==> src/epiu_pkg.sv <==
package epiu_pkg;

    // I/O register addresses; the mask register offset is a local choice.
    localparam logic [5:0] FLAGS_ADDR      = 6'h3a;
    localparam logic [5:0] MASK_ADDR       = 6'h3b;
    localparam logic [5:0] PCMSK_A_ADDR    = 6'h20;
    localparam logic [5:0] PCMSK_B_ADDR    = 6'h21;
    localparam logic [5:0] MCU_CONTROL_REGISTER_ADDR      = 6'h35;

    // Field positions in the mask and flag registers, and the sense field of the control register.
    localparam int         BIT_EXT_B       = 7;
    localparam int         BIT_EXT_A       = 6;
    localparam int         BIT_PC_HI       = 5;
    localparam int         BIT_PC_LO       = 4;
    localparam int         BIT_SENSE_HI    = 1;
    localparam int         BIT_SENSE_LO    = 0;

    // Reset values.
    localparam logic [7:0] FLAGS_RESET     = 8'h00;
    localparam logic [7:0] MASK_RESET      = 8'h00;
    localparam logic [7:0] PCMSK_RESET     = 8'h00;
    localparam logic [1:0] SENSE_RESET     = 2'h0;

    // Read masks: unimplemented bits read as zero.
    localparam logic [7:0] MASK_RD_MASK    = 8'hf0;
    localparam logic [7:0] FLAGS_RD_MASK   = 8'he0;

    // Sense modes.
    typedef enum logic [1:0]
    {
        SENSE_LEVEL   = 2'h0,
        SENSE_ANY     = 2'h1,
        SENSE_FALLING = 2'h2,
        SENSE_RISING  = 2'h3
    } epiu_sense_t;

    // Vector identifiers; one common vector serves both pin-change groups.
    typedef enum logic [1:0]
    {
        VEC_NONE  = 2'h0,
        VEC_EXT_A = 2'h1,
        VEC_EXT_B = 2'h3,
        VEC_PC    = 2'h2
    } epiu_vec_t;

    // Sleep modes that the core reports.
    typedef enum logic [1:0]
    {
        SLP_IDLE    = 2'h0,
        SLP_ADC_NR  = 2'h1,
        SLP_PWRDOWN = 2'h2,
        SLP_STANDBY = 2'h3
    } epiu_sleep_t;

endpackage : epiu_pkg

==> src/epiu_sync.sv <==
`timescale 1ns/100ps

module epiu_sync
    import epiu_pkg::*;
#(
    parameter int WIDTH = 1
)
(
    // Clock and reset
    input  wire logic             ref_clk,
    input  wire logic             nrst,
    // Data
    input  wire logic [WIDTH-1:0] async_in,
    output logic      [WIDTH-1:0] sync_out
);

    logic [WIDTH-1:0] meta_reg;

    // The first stage feeds only the second stage.
    always_ff @(posedge ref_clk or negedge nrst)
    begin
        if (!nrst)
        begin
            meta_reg <= '0;
            sync_out <= '0;
        end
        else
        begin
            meta_reg <= async_in;
            sync_out <= meta_reg;
        end
    end

endmodule : epiu_sync

==> src/epiu_top.sv <==
`timescale 1ns/100ps

// How it works
// - Pin B interrupts need its enable and global.
// - Pin A interrupts need its enable and global.
// - Two sense bits select level or edge mode.
// - Pin activity triggers even when pin drives.
// - High group enable covers inputs 7..0, 15..12.
// - Low group enable covers inputs 11..8.
// - Both pin-change groups share one vector.
// - Mask low nibble always reads zero.
// - Pin B request sets flag bit seven.
// - Enabled set flag vectors to its handler.
// - Vector entry clears the serviced flag.
// - Writing one clears a flag; zero keeps.
// - Pin B flag stays zero in level mode.
// - Pin A flag behaves alike at bit six.
// - ADC-quiet sleep wakes on A level, pin-change.
// - Deep sleep wakes only on level, pin-change.

module epiu_top
    import epiu_pkg::*;
#(
    parameter int PC_WIDTH = 16
)
(
    // Clock and reset
    input  wire logic                ref_clk,
    input  wire logic                nrst,
    // I/O register port
    input  wire logic [5:0]          io_addr,
    input  wire logic                io_wr,
    input  wire logic                io_rd,
    input  wire logic [7:0]          io_wdata,
    output logic      [7:0]          io_rdata,
    // Core handshake
    input  wire logic                global_irq_enable,
    input  wire logic                vector_ack,
    input  wire logic                sleeping,
    input  wire logic [1:0]          sleep_mode,
    output logic                     irq_request,
    output logic      [1:0]          irq_vector,
    output logic                     wake_up,
    // Pins
    input  wire logic                ext_irq_a_pin,
    input  wire logic                ext_irq_b_pin,
    input  wire logic [PC_WIDTH-1:0] pin_change_input
);

    ////////////////////////////////////////////////////////////////////////
    // Pin synchronisation and edge detection

    logic [PC_WIDTH+1:0] pins_sync;
    logic [PC_WIDTH+1:0] pins_prev_reg;
    logic                ext_a_lvl;
    logic                ext_b_lvl;
    logic [PC_WIDTH-1:0] pc_lvl;

    // The pins are sampled at the input buffer, not after the direction
    // logic, so a pin driven as an output still raises requests.
    epiu_sync #(.WIDTH(PC_WIDTH + 2)) u_sync
    (
        .ref_clk  (ref_clk),
        .nrst     (nrst),
        .async_in ({ext_irq_b_pin, ext_irq_a_pin, pin_change_input}),
        .sync_out (pins_sync)
    );

    assign pc_lvl    = pins_sync[PC_WIDTH-1:0];
    assign ext_a_lvl = pins_sync[PC_WIDTH];
    assign ext_b_lvl = pins_sync[PC_WIDTH+1];

    always_ff @(posedge ref_clk or negedge nrst)
    begin
        if (!nrst)
            pins_prev_reg <= '0;
        else
            pins_prev_reg <= pins_sync;
    end

    ////////////////////////////////////////////////////////////////////////
    // Control registers

    logic [7:0]          ext_irq_mask_reg;
    logic [7:0]          pin_change_mask_a_reg;
    logic [7:0]          pin_change_mask_b_reg;
    logic [1:0]          sense_reg;
    logic                wr_flags;

    assign wr_flags = io_wr && (io_addr == FLAGS_ADDR);

    always_ff @(posedge ref_clk or negedge nrst)
    begin
        if (!nrst)
        begin
            ext_irq_mask_reg      <= MASK_RESET;
            pin_change_mask_a_reg <= PCMSK_RESET;
            pin_change_mask_b_reg <= PCMSK_RESET;
            sense_reg             <= SENSE_RESET;
        end
        else if (io_wr)
        begin
            case (io_addr)
                MASK_ADDR:    ext_irq_mask_reg <= io_wdata & MASK_RD_MASK;
                PCMSK_A_ADDR: pin_change_mask_a_reg <= io_wdata;
                PCMSK_B_ADDR: pin_change_mask_b_reg <= io_wdata;
                MCU_CONTROL_REGISTER_ADDR:   sense_reg <= io_wdata[BIT_SENSE_HI:BIT_SENSE_LO];
                default:      ;
            endcase
        end
    end

    ////////////////////////////////////////////////////////////////////////
    // Trigger detection

    // Decodes a pin level and its previous value against the sense mode.
    function automatic logic sense_hit(input logic [1:0] mode,
                                       input logic       now_lvl,
                                       input logic       was_lvl);
        logic hit;
        hit = 1'b0;
        case (mode)
            SENSE_LEVEL:   hit = !now_lvl;
            SENSE_ANY:     hit = now_lvl != was_lvl;
            SENSE_FALLING: hit = was_lvl && !now_lvl;
            SENSE_RISING:  hit = !was_lvl && now_lvl;
            default:       hit = 1'b0;
        endcase
        return hit;
    endfunction : sense_hit

    logic        level_mode;
    logic        trig_a;
    logic        trig_b;
    logic [15:0] pc_unmasked;
    logic        pc_hi_change;
    logic        pc_lo_change;
    logic        pc_trig;
    logic [PC_WIDTH-1:0] pc_diff;

    assign level_mode = (sense_reg == SENSE_LEVEL);
    assign trig_a = sense_hit(sense_reg, ext_a_lvl,
                              pins_prev_reg[PC_WIDTH]);
    assign trig_b = sense_hit(sense_reg, ext_b_lvl,
                              pins_prev_reg[PC_WIDTH+1]);

    assign pc_diff     = pc_lvl ^ pins_prev_reg[PC_WIDTH-1:0];
    assign pc_unmasked = pc_diff[15:0]
                         & {pin_change_mask_b_reg, pin_change_mask_a_reg};
    // The high enable covers 7..0 and 15..12, the low one 11..8.
    assign pc_hi_change = ext_irq_mask_reg[BIT_PC_HI]
                          && (|pc_unmasked[7:0] || |pc_unmasked[15:12]);
    assign pc_lo_change = ext_irq_mask_reg[BIT_PC_LO]
                          && |pc_unmasked[11:8];
    assign pc_trig = pc_hi_change || pc_lo_change;

    ////////////////////////////////////////////////////////////////////////
    // Flags

    logic       flag_b_reg;
    logic       flag_a_reg;
    logic       pc_flag_reg;
    logic       ack_a;
    logic       ack_b;
    logic       ack_pc;

    assign ack_a  = vector_ack && (irq_vector == VEC_EXT_A);
    assign ack_b  = vector_ack && (irq_vector == VEC_EXT_B);
    assign ack_pc = vector_ack && (irq_vector == VEC_PC);

    // A new trigger in the clearing cycle keeps the flag set.
    always_ff @(posedge ref_clk or negedge nrst)
    begin
        if (!nrst)
            flag_b_reg <= 1'b0;
        else if (level_mode)
            flag_b_reg <= 1'b0;
        else if (trig_b)
            flag_b_reg <= 1'b1;
        else if (ack_b || (wr_flags && io_wdata[BIT_EXT_B]))
            flag_b_reg <= 1'b0;
    end

    always_ff @(posedge ref_clk or negedge nrst)
    begin
        if (!nrst)
            flag_a_reg <= 1'b0;
        else if (level_mode)
            flag_a_reg <= 1'b0;
        else if (trig_a)
            flag_a_reg <= 1'b1;
        else if (ack_a || (wr_flags && io_wdata[BIT_EXT_A]))
            flag_a_reg <= 1'b0;
    end

    always_ff @(posedge ref_clk or negedge nrst)
    begin
        if (!nrst)
            pc_flag_reg <= 1'b0;
        else if (pc_trig)
            pc_flag_reg <= 1'b1;
        else if (ack_pc || (wr_flags && io_wdata[BIT_PC_HI]))
            pc_flag_reg <= 1'b0;
    end

    ////////////////////////////////////////////////////////////////////////
    // Dispatch

    logic       pend_a;
    logic       pend_b;
    logic       pend_pc;
    logic [1:0] vec_next;

    // In level mode the request follows the pin, not a flag.
    assign pend_a  = ext_irq_mask_reg[BIT_EXT_A]
                     && (level_mode ? !ext_a_lvl : flag_a_reg);
    assign pend_b  = ext_irq_mask_reg[BIT_EXT_B]
                     && (level_mode ? !ext_b_lvl : flag_b_reg);
    assign pend_pc = pc_flag_reg
                     && (ext_irq_mask_reg[BIT_PC_HI]
                         || ext_irq_mask_reg[BIT_PC_LO]);

    // Fixed priority: pin A, pin B, then the shared pin-change vector.
    always_comb
    begin
        vec_next = VEC_NONE;
        if (global_irq_enable)
        begin
            if (pend_a)
                vec_next = VEC_EXT_A;
            else if (pend_b)
                vec_next = VEC_EXT_B;
            else if (pend_pc)
                vec_next = VEC_PC;
        end
    end

    // The request drops for a cycle after each acknowledge so the core
    // never takes a flag that is already being cleared.
    always_ff @(posedge ref_clk or negedge nrst)
    begin
        if (!nrst)
        begin
            irq_request <= 1'b0;
            irq_vector  <= VEC_NONE;
        end
        else
        begin
            irq_request <= (vec_next != VEC_NONE) && !vector_ack;
            irq_vector  <= vector_ack ? VEC_NONE : vec_next;
        end
    end

    ////////////////////////////////////////////////////////////////////////
    // Wake-up

    logic wake_next;

    // Edge triggers need the I/O clock, which stops in the deeper modes.
    always_comb
    begin
        wake_next = 1'b0;
        case (sleep_mode)
            SLP_IDLE:
                wake_next = pend_a || pend_b || pend_pc;
            SLP_ADC_NR:
                wake_next = (level_mode && pend_a) || pend_pc;
            default:
                wake_next = (level_mode && (pend_a || pend_b))
                            || pend_pc;
        endcase
    end

    always_ff @(posedge ref_clk or negedge nrst)
    begin
        if (!nrst)
            wake_up <= 1'b0;
        else
            wake_up <= sleeping && wake_next;
    end

    ////////////////////////////////////////////////////////////////////////
    // Read back

    always_ff @(posedge ref_clk or negedge nrst)
    begin
        if (!nrst)
            io_rdata <= 8'h00;
        else if (io_rd)
        begin
            case (io_addr)
                MASK_ADDR:    io_rdata <= ext_irq_mask_reg & MASK_RD_MASK;
                FLAGS_ADDR:   io_rdata <= {flag_b_reg, flag_a_reg,
                                           pc_flag_reg, 5'h00};
                PCMSK_A_ADDR: io_rdata <= pin_change_mask_a_reg;
                PCMSK_B_ADDR: io_rdata <= pin_change_mask_b_reg;
                MCU_CONTROL_REGISTER_ADDR:   io_rdata <= {6'h00, sense_reg};
                default:      io_rdata <= 8'h00;
            endcase
        end
    end
endmodule : epiu_top

==> config.mk <==
export PLATFORM = sky130hd
export DESIGN_NAME = epiu_top
export DESIGN_NICKNAME = d
export VERILOG_FILES = /design/src/epiu_pkg.sv /design/src/epiu_sync.sv /design/src/epiu_top.sv
export SDC_FILE = /design/constraint.sdc
export NUM_CORES = 1
export LEC_CHECK = 0
export ABC_AREA = 1
export BUFFER_PORTS_ARGS = -buffer_cell sky130_fd_sc_hd__buf_2
export CORE_UTILIZATION = 51
export DETAILED_ROUTE_END_ITERATION = 10
export PLACE_DENSITY_LB_ADDON = 0.2
export SLEW_MARGIN = 20
export SYNTH_ARGS = -nofsm -noshare
export SYNTH_HDL_FRONTEND = slang
export SYNTH_SLANG_ARGS = --single-unit
==> constraint.sdc <==
create_clock -name ref_clk -period 1.4 [get_ports ref_clk]
set_clock_uncertainty 0.2 [all_clocks]
set_input_delay 0.14 -clock ref_clk [delete_from_list [all_inputs] [get_ports ref_clk]]
set_output_delay 0.14 -clock ref_clk [all_outputs]
set_load 0.02 [all_outputs]
==> flow_summary.yaml <==
run_status:
  outcome: "finished clean"
worst_setup_path:
  ff2ff_path_depth: 5
  worst_path_max_delay_cell: "dfrtp_1"
  r2r-end: "wake_up$_DFF_PN0_"
  critPathKind: "reg -> reg"
  critPathMostFrequentCell: "o21ai_0"
  path_cells: "o21ai_0 -> buf_4 -> o21ai_0 -> a21oi_1 -> nor2_1"
  startpoint_type: "flip-flop"
  crit_family: "compound AO/OA/AOI/OAI gates"
  rrSetupSlack_ns: 0.03
  cp-end-kind: "flip-flop"
  critPathMaxFanout: 3
  critPathRequiredTime_ns: 1.45
  worstPathArrival_ns: 1.42
  cp_num_buf_inv: 1
  r2r_start: "ext_irq_mask_reg[4]$_DFFE_PN0P_"
  max_stage_delay_ns: 0.39
sta:
  finalCritPeriodShare_pct: 97.9
  finalSetupViolCount: 0
  holdWs_ns: 0.0349
  final_max_slew_viol_count: 0
  fin_tns_setup_ns: 0
  rsz0062_at_grt: "true"
  worst_pin_slew_ns: 0.362
  fin_ws_ns: 0.0291
  hold_viol: 0
  max_freq_mhz: 729
  min_period_ns: 1.37
  maxSlewHeadroom_pct: 75.9
clock_tree:
  cts.clk_slew.worst_paths_ns: 0.09
  h-tree-depth: 3
  cts_tree: "yes"
  numCtsBuffers: 9
  ctsLongestPathBuffers: 2
  cts_sinks: 91
  clock_latency_ns: 0.35
  cts_root_buf: "clkbuf_8"
final_layout:
  final_cells: 595
  final_util_pct: 68.5
  antenna_cells: 0
  nets: 539
  area_growth_pct: 28.0
  drive_above_1_share_pct: 24.0
  fin_area_mm2: 0.00470
  nFillCells: 534
global_routing:
  grt_pass1_wl_um: 12300
  grt_use_met2_pct: 34.9
  grtUsageMet3_pct: 3.79
  grt_usage_pct: 21.9
  gr-total-overflow: 0
  met1_usage_pct: 29.8
  grt_max_degree: 31
  grt_most_used_layer: "met2"
  antenna_found_initial: 0
  grt_pass1_vias: 2694
logic_synthesis:
  synth_top_area_share_pct: 61.9
  synth_edf_count: 0
  ys_types: 24
  syn_area_mm2: 0.00368
  synthTopCellsByArea: "dfrtp_1 62%, nand2_1 12%, inv_1 5.6%"
  synth_fp_nets: 432
  synth.most_common_cell: "nand2_1"
  synth_compound_gate_area_share_pct: 6.84
  ys_top_cells_by_count: "121 x nand2_1, 91 x dfrtp_1, 55 x inv_1, 36 x nand3_1, 20 x nor2_1"
  synth-seq-cells: 91
  yosys.area.top_type: "dfrtp_1"
  ys.flop_type: "dfrtp_1"
  synthArstFlopShare_pct: 100
  yosys_warnings: 0
  muxShareOfSynthArea_pct: 0
  synth_fa_ha_area_share_pct: 1.36
  netlist_instances: 387
  synth_top_family_by_area: "simple AND/OR/NAND/NOR gates"
  synthSimpleGateAreaFrac_pct: 23.1
  avgSynthCellArea_um2: 9.50
  ys_seq_area_share_pct: 61.9
  synth_xor_area_share_pct: 0
route:
  drt_iter0_markers: 221
  via_count: 2823
  wl_per_cell_um: 12.1
  wirelength_um: 7190
  drt.antenna.violating_nets: 0
  drc: 0
  firstDrtPassIters: 4
  vias_per_cell: 4.74
floorplan:
  fp.dieH_um: 86.9
  fp-row-count: 30
  die_area_mm2: 0.00755
  start_util_pct: 53.5
  die_w_um: 86.9
  ioPinCount: 53
  core_mm2: 0.00687
power_and_ir_drop:
  vdd_ir_drop_max_mv: 0.723
  p_leak_nw: 2.49
  power_density_mw_per_mm2: 1160
  finalPower_mw: 5.46
placement:
  place_inst: 544
  place_area_mm2: 0.00415
  finalWeightedCongestion: 0.820
  pre_cts_slack_ns: -0.00489
  hpwl_um: 5200
  io_buffer_count: 52
flow_run:
  maxCapViolations: 0
worst_hold_path:
  hold_path.class: "in -> async"
[worst max-delay path by stage]
| stage | start | endpoint | slack, ns | cells past startpoint |
|---|---|---|---|---|
| final | ext_irq_mask_reg[4]$_DFFE_PN0P_ | wake_up$_DFF_PN0_ | 0.03 | 5 |
| after global routing | sense_reg[0]$_DFFE_PN0P_ | irq_request$_DFF_PN0_ | -0.07 | 6 |
| after CTS | u_sync.sync_out[17]$_DFF_PN0_ | flag_b_reg$_DFFE_PN0P_ | 0.04 | 5 |
| after detailed placement | sense_reg[1]$_DFFE_PN0P_ | irq_request$_DFF_PN0_ | -0.005 | 6 |
| after global placement | sense_reg[1]$_DFFE_PN0P_ | wake_up$_DFF_PN0_ | 0.02 | 6 |
| after floorplan | sense_reg[1]$_DFFE_PN0P_ | irq_request$_DFF_PN0_ | 0.05 | 6 |
[power by group]
part / leakage (nW) / switching, mW / total, mW / internal, mW
Clock: 0.0820 / 0.933 / 1.58 / 0.650
Sequential: 1.11 / 0.177 / 3.02 / 2.85
Combinational: 1.29 / 0.467 / 0.848 / 0.381
Total: 2.49 / 1.58 / 5.46 / 3.88
[cell usage in the layout, fill, tap and decap left out, types with 4 or more instances in the layout]
cell type      count
nand2_1          121
inv_1             54
nor2_2             6
nor2_1            16
o21ai_2           16
o21ai_0            6
buf_2             51
nand4_1            4
o21ai_1            8
nand3_1           34
buf_4             13
inv_2              5
dfrtp_1           91
clkbuf_8           9
dlygate4sd3_1     33
[final cells by class]
type,count,area (um2),area share [%]
timing repair buffer,99,723,15.4
inverter,59,221,4.71
tap,96,120,2.55
clock buffer,9,124,2.63
sequential,91,2280,48.4
clock inverter,7,50.0,1.06
multi-input combinational,234,1190,25.3
[cells by family after synthesis]
group,after synthesis
fa+ha+maj,4
buf+inv,62
compound gates,37
flops,91
simple gates,193
[timing repair]
action	4_1_cts	5_1_grt
hold endpoints to repair	145	0
pin swaps	0	12
buffers inserted	0	2
resized for setup	1	8
hold buffers	33	0
endpoints found under the setup margin	1	7
[per-layer routing]
| layer | share of wire (%) | wire length [um] |
|---|---|---|
| met1 | 46 | 3310 |
| met2 | 48 | 3460 |
| met3 | 4.4 | 314 |
| met4 | 1.4 | 98 |
| met5 | 0 | 0 |
Power figures use the tool's default switching activity.
